### src/shared/seq_pkg.sv
package seq_pkg;

    // ****************************************************************
    // Timing
    // ****************************************************************
    localparam int CLK_PERIOD_NS = 50;
    localparam int MEM_CYCLE_NS = 4000;
    // Memory cycle in clocks, least time so rounded up
    localparam int MEM_CLKS = (MEM_CYCLE_NS + CLK_PERIOD_NS - 1) / CLK_PERIOD_NS;
    localparam logic [6:0] MEM_LAST = 7'(MEM_CLKS - 1);

    // ****************************************************************
    // Word and field layout
    // ****************************************************************
    typedef logic [25:1] word_t;
    typedef logic [14:0] addr_t;
    localparam int IND_BIT = 25;
    localparam int X_HI = 24;
    localparam int X_LO = 21;
    localparam int OP_HI = 20;
    localparam int OP_LO = 15;
    localparam int GRP_HI = 14;
    localparam int GRP_LO = 11;
    localparam int M_HI = 10;
    localparam int M_LO = 1;
    // Control word address portion and descriptor fields
    localparam int CA_HI = 15;
    localparam int CA_LO = 1;
    localparam int FS_HI = 20;
    localparam int FS_LO = 18;
    localparam int LB_HI = 20;
    localparam int LB_LO = 16;

    // ****************************************************************
    // Codes and reset values
    // ****************************************************************
    localparam logic [5:0] OP_STORE = 6'h08;
    localparam logic [5:0] OP_STORE_NEG = 6'h09;
    localparam logic [1:0] NEXT_PLUS1 = 2'h0;
    localparam logic [1:0] NEXT_PLUS2 = 2'h1;
    localparam logic [1:0] NEXT_JUMP = 2'h2;
    localparam addr_t COUNTER_RESET = 15'h0000;
    localparam addr_t ADDR_ONE = 15'h0001;
    localparam addr_t ADDR_TWO = 15'h0002;

    // ****************************************************************
    // Carriers
    // ****************************************************************
    typedef struct packed {
        logic rd;
        logic wr;
        word_t wdata;
    } mem_req_s;

    typedef struct packed {
        logic valid;
        logic field_sel;
        word_t data;
    } operand_s;

    typedef struct packed {
        logic valid;
        logic [5:0] op;
    } func_s;

endpackage : seq_pkg

### src/hw/operand_address_sequencer.sv
`timescale 1ns/1ps

module operand_address_sequencer (
    input wire logic core_clk,
    input wire logic nrst,
    input wire logic run,
    output seq_pkg::addr_t mem_addr,
    output seq_pkg::mem_req_s mem_req,
    input wire seq_pkg::word_t mem_rdata,
    output logic [3:0] index_sel,
    input wire seq_pkg::addr_t index_val,
    output logic [3:0] accumulator_group_select,
    output logic [1:0] acc_sel,
    input wire seq_pkg::word_t acc_rdata,
    output seq_pkg::operand_s operand,
    output seq_pkg::func_s func,
    input wire logic [1:0] next_sel,
    output seq_pkg::addr_t instruction_address,
    output logic instr_done,
    output logic [7:0] instr_cycles
);

    // ****************************************************************
    // Types and helpers
    // ****************************************************************
    typedef enum logic [2:0] {
        ST_IDLE,
        ST_FETCH,
        ST_ADDR,
        ST_CW_FETCH,
        ST_CW_ADDR,
        ST_XSTART,
        ST_XFER
    } state_e;

    // Highest designated accumulator below limit, limit 4 means any
    function automatic logic [1:0] top_below(input logic [3:0] mask, input logic [2:0] lim);
        logic [1:0] r;
        r = 2'h0;
        for (int i = 0; i < 4; i++)
        begin
            if (mask[i] && (3'(i) < lim))
            begin
                r = 2'(i);
            end
        end
        return r;
    endfunction : top_below

    // Any designated accumulator below the given one
    function automatic logic any_below(input logic [3:0] mask, input logic [1:0] idx);
        logic r;
        r = 1'b0;
        for (int i = 0; i < 4; i++)
        begin
            if (mask[i] && (2'(i) < idx))
            begin
                r = 1'b1;
            end
        end
        return r;
    endfunction : any_below

    state_e state_reg;
    logic [6:0] cyc_cnt_reg;
    logic [7:0] mem_cycles_reg;
    seq_pkg::addr_t instruction_address_counter_reg;
    seq_pkg::addr_t access_address_holder_reg;
    seq_pkg::addr_t jump_reg;
    seq_pkg::word_t instr_reg;
    seq_pkg::word_t cw_reg;
    logic fext_reg;
    logic [4:0] fext_bound_reg;
    logic [1:0] acc_sel_reg;
    logic [3:0] index_sel_reg;
    logic [3:0] group_reg;
    // ****************************************************************
    // Decode of the current access
    // ****************************************************************
    logic access;
    logic mem_end;
    logic is_store;
    logic last_word;
    seq_pkg::addr_t nia;
    seq_pkg::addr_t eff;
    seq_pkg::word_t fmask;

    always_comb
    begin
        access = (state_reg == ST_FETCH) || (state_reg == ST_CW_FETCH) ||
                 (state_reg == ST_XFER);
        mem_end = access && (cyc_cnt_reg == seq_pkg::MEM_LAST);
        is_store = (instr_reg[seq_pkg::OP_HI:seq_pkg::OP_LO] == seq_pkg::OP_STORE) ||
                   (instr_reg[seq_pkg::OP_HI:seq_pkg::OP_LO] == seq_pkg::OP_STORE_NEG);
        last_word = !any_below(group_reg, acc_sel_reg);
    end

    // Address adder: effective address sums and next instruction address
    always_comb
    begin
        if (state_reg == ST_CW_ADDR)
        begin
            eff = index_val + cw_reg[seq_pkg::CA_HI:seq_pkg::CA_LO];
        end
        else
        begin
            // Ten bit displacement zero-padded to fifteen bits for the index sum
            eff = index_val + {5'h00, instr_reg[seq_pkg::M_HI:seq_pkg::M_LO]};
        end
        unique case (next_sel)
            seq_pkg::NEXT_PLUS2: nia = instruction_address_counter_reg + seq_pkg::ADDR_TWO;
            seq_pkg::NEXT_JUMP: nia = jump_reg;
            default: nia = instruction_address_counter_reg + seq_pkg::ADDR_ONE;
        endcase
    end

    // Field mask keeps bits from 1 up to the descriptor bound
    always_comb
    begin
        for (int b = 1; b <= 25; b++)
        begin
            fmask[b] = (5'(b) <= fext_bound_reg);
        end
    end

    // ****************************************************************
    // Sequencer
    // ****************************************************************
    // Phase sequencing through fetch, address, chain and transfer
    always_ff @(posedge core_clk or negedge nrst)
    begin
        if (!nrst)
        begin
            state_reg <= ST_IDLE;
        end
        else
        begin
            unique case (state_reg)
                ST_IDLE: if (run) state_reg <= ST_FETCH;
                ST_FETCH: if (mem_end) state_reg <= ST_ADDR;
                ST_ADDR:
                begin
                    if (instr_reg[seq_pkg::IND_BIT])
                    begin
                        state_reg <= ST_CW_FETCH;
                    end
                    else
                    begin
                        state_reg <= ST_XSTART;
                    end
                end
                ST_CW_FETCH: if (mem_end) state_reg <= ST_CW_ADDR;
                ST_CW_ADDR:
                begin
                    if (cw_reg[seq_pkg::IND_BIT])
                    begin
                        state_reg <= ST_CW_FETCH;
                    end
                    else
                    begin
                        state_reg <= ST_XSTART;
                    end
                end
                ST_XSTART: state_reg <= ST_XFER;
                ST_XFER:
                begin
                    if (mem_end)
                    begin
                        if (!last_word)
                        begin
                            state_reg <= ST_XSTART;
                        end
                        else if (run)
                        begin
                            state_reg <= ST_FETCH;
                        end
                        else
                        begin
                            state_reg <= ST_IDLE;
                        end
                    end
                end
            endcase
        end
    end

    // Memory cycle timer, one full cycle per access
    always_ff @(posedge core_clk or negedge nrst)
    begin
        if (!nrst)
        begin
            cyc_cnt_reg <= 7'h00;
        end
        else if (!access || mem_end)
        begin
            cyc_cnt_reg <= 7'h00;
        end
        else
        begin
            cyc_cnt_reg <= cyc_cnt_reg + 7'h01;
        end
    end

    // ****************************************************************
    // Address registers
    // ****************************************************************
    // Instruction counter, access holder and jump target
    always_ff @(posedge core_clk or negedge nrst)
    begin
        if (!nrst)
        begin
            instruction_address_counter_reg <= seq_pkg::COUNTER_RESET;
            access_address_holder_reg <= seq_pkg::COUNTER_RESET;
            jump_reg <= seq_pkg::COUNTER_RESET;
        end
        else if (state_reg == ST_ADDR || state_reg == ST_CW_ADDR)
        begin
            access_address_holder_reg <= eff;
            jump_reg <= eff;
        end
        else if (state_reg == ST_XFER && mem_end)
        begin
            if (!last_word)
            begin
                // Step down to next operand word
                access_address_holder_reg <= access_address_holder_reg - seq_pkg::ADDR_ONE;
            end
            else
            begin
                // Next address formed only on the last word transfer
                instruction_address_counter_reg <= nia;
                access_address_holder_reg <= nia;
            end
        end
    end

    // ****************************************************************
    // Working register and selects
    // ****************************************************************
    // Instruction and control word capture with select decode
    always_ff @(posedge core_clk or negedge nrst)
    begin
        if (!nrst)
        begin
            instr_reg <= '0;
            cw_reg <= '0;
            index_sel_reg <= 4'h0;
            group_reg <= 4'h0;
        end
        else if (state_reg == ST_FETCH && mem_end)
        begin
            instr_reg <= mem_rdata;
            index_sel_reg <= mem_rdata[seq_pkg::X_HI:seq_pkg::X_LO];
            group_reg <= mem_rdata[seq_pkg::GRP_HI:seq_pkg::GRP_LO];
        end
        else if (state_reg == ST_CW_FETCH && mem_end)
        begin
            cw_reg <= mem_rdata;
            index_sel_reg <= mem_rdata[seq_pkg::X_HI:seq_pkg::X_LO];
        end
    end

    // Field selection decision on a terminal control word
    always_ff @(posedge core_clk or negedge nrst)
    begin
        if (!nrst)
        begin
            fext_reg <= 1'b0;
            fext_bound_reg <= 5'h00;
        end
        else if (state_reg == ST_ADDR)
        begin
            fext_reg <= 1'b0;
        end
        else if (state_reg == ST_CW_ADDR && !cw_reg[seq_pkg::IND_BIT])
        begin
            // Nonzero bits 18-20 mark a descriptor, zero a final pointer
            fext_reg <= |cw_reg[seq_pkg::FS_HI:seq_pkg::FS_LO];
            fext_bound_reg <= cw_reg[seq_pkg::LB_HI:seq_pkg::LB_LO];
        end
    end

    // Accumulator walk from highest designated downward
    always_ff @(posedge core_clk or negedge nrst)
    begin
        if (!nrst)
        begin
            acc_sel_reg <= 2'h0;
        end
        else if (state_reg == ST_ADDR)
        begin
            acc_sel_reg <= top_below(group_reg, 3'h4);
        end
        else if (state_reg == ST_XFER && mem_end && !last_word)
        begin
            acc_sel_reg <= top_below(group_reg, {1'b0, acc_sel_reg});
        end
    end

    // ****************************************************************
    // Memory, operand and function outputs
    // ****************************************************************
    seq_pkg::mem_req_s mem_req_reg;
    seq_pkg::operand_s operand_reg;
    seq_pkg::func_s func_reg;
    logic instr_done_reg;
    logic [7:0] instr_cycles_reg;

    // Memory strobes held for the whole memory cycle
    always_ff @(posedge core_clk or negedge nrst)
    begin
        if (!nrst)
        begin
            mem_req_reg <= '0;
        end
        else if (state_reg == ST_XSTART)
        begin
            mem_req_reg.rd <= !is_store;
            mem_req_reg.wr <= is_store;
            mem_req_reg.wdata <= acc_rdata;
        end
        else if ((state_reg == ST_IDLE && run) || (state_reg == ST_ADDR &&
                 instr_reg[seq_pkg::IND_BIT]) || (state_reg == ST_CW_ADDR &&
                 cw_reg[seq_pkg::IND_BIT]) || (state_reg == ST_XFER && mem_end &&
                 last_word && run))
        begin
            mem_req_reg.rd <= 1'b1;
            mem_req_reg.wr <= 1'b0;
        end
        else if (mem_end)
        begin
            mem_req_reg.rd <= 1'b0;
            mem_req_reg.wr <= 1'b0;
        end
    end

    // Operand word to the arithmetic unit, masked under field selection
    always_ff @(posedge core_clk or negedge nrst)
    begin
        if (!nrst)
        begin
            operand_reg <= '0;
        end
        else if (state_reg == ST_XFER && mem_end && !is_store)
        begin
            operand_reg.valid <= 1'b1;
            operand_reg.field_sel <= fext_reg;
            operand_reg.data <= fext_reg ? (mem_rdata & fmask) : mem_rdata;
        end
        else
        begin
            operand_reg.valid <= 1'b0;
        end
    end

    // Function signals pulse while the address sum is formed
    always_ff @(posedge core_clk or negedge nrst)
    begin
        if (!nrst)
        begin
            func_reg <= '0;
        end
        else
        begin
            // Valid exactly in the address phase, clear of any memory cycle
            func_reg.valid <= (state_reg == ST_FETCH) && mem_end;
            if ((state_reg == ST_FETCH) && mem_end)
            begin
                func_reg.op <= mem_rdata[seq_pkg::OP_HI:seq_pkg::OP_LO];
            end
        end
    end

    // Execution time in memory cycles per instruction
    always_ff @(posedge core_clk or negedge nrst)
    begin
        if (!nrst)
        begin
            mem_cycles_reg <= 8'h00;
            instr_cycles_reg <= 8'h00;
            instr_done_reg <= 1'b0;
        end
        else
        begin
            instr_done_reg <= 1'b0;
            if (mem_end && state_reg == ST_XFER && last_word)
            begin
                instr_cycles_reg <= mem_cycles_reg + 8'h01;
                instr_done_reg <= 1'b1;
                mem_cycles_reg <= 8'h00;
            end
            else if (mem_end)
            begin
                mem_cycles_reg <= mem_cycles_reg + 8'h01;
            end
        end
    end

    // ****************************************************************
    // Output drive
    // ****************************************************************
    assign mem_addr = access_address_holder_reg;
    assign mem_req = mem_req_reg;
    assign index_sel = index_sel_reg;
    assign accumulator_group_select = group_reg;
    assign acc_sel = acc_sel_reg;
    assign operand = operand_reg;
    assign func = func_reg;
    assign instruction_address = instruction_address_counter_reg;
    assign instr_done = instr_done_reg;
    assign instr_cycles = instr_cycles_reg;

endmodule : operand_address_sequencer

### config.mk
export PLATFORM = sky130hd
export DESIGN_NAME = operand_address_sequencer
export DESIGN_NICKNAME = d
export VERILOG_FILES = /design/src/shared/seq_pkg.sv /design/src/hw/operand_address_sequencer.sv
export SDC_FILE = /design/constraint.sdc
export NUM_CORES = 1
export LEC_CHECK = 0
export BUFFER_PORTS_ARGS = -buffer_cell sky130_fd_sc_hd__buf_4
export CAP_MARGIN = 25
export CORE_ASPECT_RATIO = 0.9
export CORE_MARGIN = 2
export CORE_UTILIZATION = 60
export CTS_CLUSTER_DIAMETER = 50
export DETAILED_ROUTE_END_ITERATION = 8
export HOLD_SLACK_MARGIN = 0.12
export PLACE_DENSITY = 0.91
export SYNTH_ARGS = -nofsm -noshare
export SYNTH_HDL_FRONTEND = slang
export SYNTH_SLANG_ARGS = --single-unit
### constraint.sdc
create_clock -name core_clk -period 8.78 [get_ports core_clk]
set_input_delay 0.439 -clock core_clk [delete_from_list [all_inputs] [get_ports core_clk]]
set_output_delay 0.439 -clock core_clk [all_outputs]
set_load 0.02 [all_outputs]
==> results.toml <==
[outcome]
outcome = "completed"

[routing]
wl_met3_um = 2280
num_vias = 8049
m1WireLength_um = 9920
finalWirelength_um = 25300
drtAntennaViolNets = 0
post_drt_wl_per_cell_um = 19.3
drt_iter0_markers = 770
dr.max_layer_used = "met4"
dr.pass1.iters = 6
met2_length_um = 12300
viasPerCell = 6.14
drc_errors = 0

[power]
clkPwrFrac_pct = 43.0
seq_power_share_pct = 49.2
netSwitchingFraction_pct = 24.6
internal_power_mw = 1.31
vdd_drop_max_mv = 0.141
p_leak_nw = 5.30
power_density_nw_per_um2 = 153
switching_power_uw = 428
comb_power_share_pct = 7.8

[synthesis]
yosysMostFrequentCell = "dfrtp_1"
syn_inst = 948
synth_ff_type = "dfrtp_1"
async_flop_share_pct = 100
synth_commonest_cells = "181 x dfrtp_1, 140 x nand2_1, 93 x o21ai_0, 85 x mux2_2, 63 x nor2_1"
synth_edf_count = 0
synth_compound_area_share_pct = 15.0
synthTopCellsByArea = "dfrtp_1 48%, mux2_2 10%, nand2_1 5.6%, o21ai_0 5.0%, xnor2_1 3.5%"
synth_nets = 1042
synth_area_um2 = 9340
ys_seq_area_share_pct = 48.5
synthAdderAreaFrac_pct = 3.30
synth_top_family_by_area = "compound AO/OA/AOI/OAI gates"
yosys_warnings = 0
yosysTopAreaCellShare_pct = 48.5
yosys.area_share.simple_pct = 14.3
synth_mux_area_share_pct = 10.7
yosys.cell_types.count = 57
yosys.area_share.xor_xnor_pct = 4.50
synth_top_cell_by_area = "dfrtp_1"
synth_seq_cells = 181
syn_avg_cell_area_um2 = 9.85

[timing]
skew_ps = 11.4
final-hold-violation-count = 0
fmax_mhz = 246
setup-tns-final_ps = 0
whs_ps = 133
relSlewSlack_pct = 34.4
period_share_pct = 46.4
min_period_ps = 4070
rsz0062_at_grt = "false"
slew_violations = 0
setup_viol = 0
max_slew.worst_pin.slew_ps = 977

[critical_path]
worstSetupStartpointType = "flip-flop"
cp_cell_sequence = "nand2b_1 > nor2_1 > buf_4 > mux2_2 > ha_1 > fa_1 > a211oi_1 > o21ai_0 > a211o_1 > a41oi_1 > o21ai_0 > xnor2_1 > o21ai_0"
crit_path_top_delay_cell = "dfrtp_1"
arrival_ps = 4360
critPathMaxFanout = 21
critPathRequiredTime_ps = 9060
cp-end-kind = "flip-flop"
critPathMaxStageDelay_ps = 670
rr_worst_depth = 13
path_common_cell = "o21ai_0"
worstSetupPathType = "flip-flop to flip-flop"

[clock_network]
htree_levels = 4
clock_latency_ps = 430
cts_buffers = 17
hold_buffers = 0
post-cts-setup-buffer-count = 0
cts_sinks = 181
cts_root_buffer = "clkbuf_16"
cts_resized = 0
cts_tree = "done"
path_clk_slew_ps = 70
ctsLongestPathBuffers = 2

[layout]
stdcell_count = 1310
fin_nets = 1189
register_area_um2 = 4530
fillCellCount = 1047
drive_above_1_share_pct = 28.7
multi_input_area_um2 = 4460
num_antenna_cells = 0
syn2layout_area_growth_pct = 21.7

[placed_design]
dp_hpwl_um = 17500
gp_congestion = 0.900
io_buffers = 179
place_inst = 1277

[grt]
grt_pass1_vias = 8216
antenna_found_initial = 0
grt_pass1_wl_um = 40700
grt_max_degree = 100
grtUsageTotal_pct = 31.6
grt-ovfl-total = 0

[job]
drv_cap = 0

[floorplanning]
fp-row-count = 43
initial_core_util_pct = 60.9
die_area_um2 = 16600
ioPinCount = 180
dieWidth_um = 136
fp.coreArea_um2 = 15300
die_h_um = 122

[min_path]
hp-class = "input port to async pin"
## layout make-up
class | count | share of cell area [%]
sequential | 181 | 39.8
multi-input combinational | 687 | 39.2
timing repair buffer | 190 | 13.0
clock buffer | 22 | 4.35
tap | 202 | 2.22
clock inverter | 10 | 0.759
inverter | 18 | 0.594
## worst paths after layout
check	from	to	slack, ps
setup / recovery	state_reg[2]	jump_reg[14]	4710
hold / removal	nrst	cw_reg[2]	130
setup reg to reg	state_reg[2]	jump_reg[14]	4710
hold reg to reg	cyc_cnt_reg[0]	cyc_cnt_reg[0]	460
max in group asynchronous	nrst	mem_req[2]	7500
min in group core_clk	mem_rdata[21]	index_sel[1]	210
## per-stage QoR
stage	area, µm²	power [mW]	utilization (%)	setup slack [ps]
CTS	11300	1.74	74.0	4760
global placement	10700	1.00	69.9	4960
global route	11400	1.80	74.1	4400
finish	11400	1.74	74.1	4710
detailed placement	10800	1.01	70.2	4800
floorplan	9340	0.931	-	5260
## routing by layer
metal | vias up | global-route usage (%)
li1 | 3614 | -
met1 | 3928 | 40.1
met2 | 440 | 52.7
met3 | 67 | 8.38
met4 | 0 | 11.6
met5 | - | 0
## power by group through the flow
stage | clock [mW] | sequential [mW] | combinational (mW)
4_1_cts | 0.751 | 0.857 | 0.135
6_report | 0.748 | 0.857 | 0.137
5_1_grt | 0.790 | 0.858 | 0.149
3_3_place_gp | 0 | 0.872 | 0.129
2_1_floorplan | 0 | 0.879 | 0.0520
3_5_place_dp | 0 | 0.872 | 0.133
## cell families (layout without fill, tap and decap cells)
group                      Yosys count  after routing
and+or+nand+nor                    296            296
adders and majority gates           24             24
AOI/OAI and AO/OA                  230            230
DFF                                181            181
muxes                               89             89
buffers and inverters               80            240
xor gates and xnor gates            48             48
## critical path, delay by kind of cell (launching register included)
kind / cells / cell delay [ps]
compound gates: 6 / 1350
xor+xnor: 1 / 260
fa+ha+maj: 2 / 660
buf+inv: 1 / 220
flops: 1 / 670
mux: 1 / 360
simple gates: 2 / 390
## layout by cell type (no fill, tap or decap), types with 4 or more instances in the layout
cell and count:
a21oi_1 48, a31oi_1 16, and2_1 13, o21ai_0 93, nor3_1 9, xnor2_1 37
mux2_2 85, a21o_1 7, nand2b_1 9, buf_4 186, nand3_1 23, o31ai_1 8
dfrtp_1 181, nor2b_1 7, a211oi_1 4, o21a_1 5, a221oi_1 11, nand2_1 140
xor2_1 11, clkbuf_8 5, ha_1 23, inv_1 17, o211ai_1 7, clkbuf_16 17
mux2i_1 4, nor2_1 62, and3_1 15
Power figures use the tool's default switching activity.
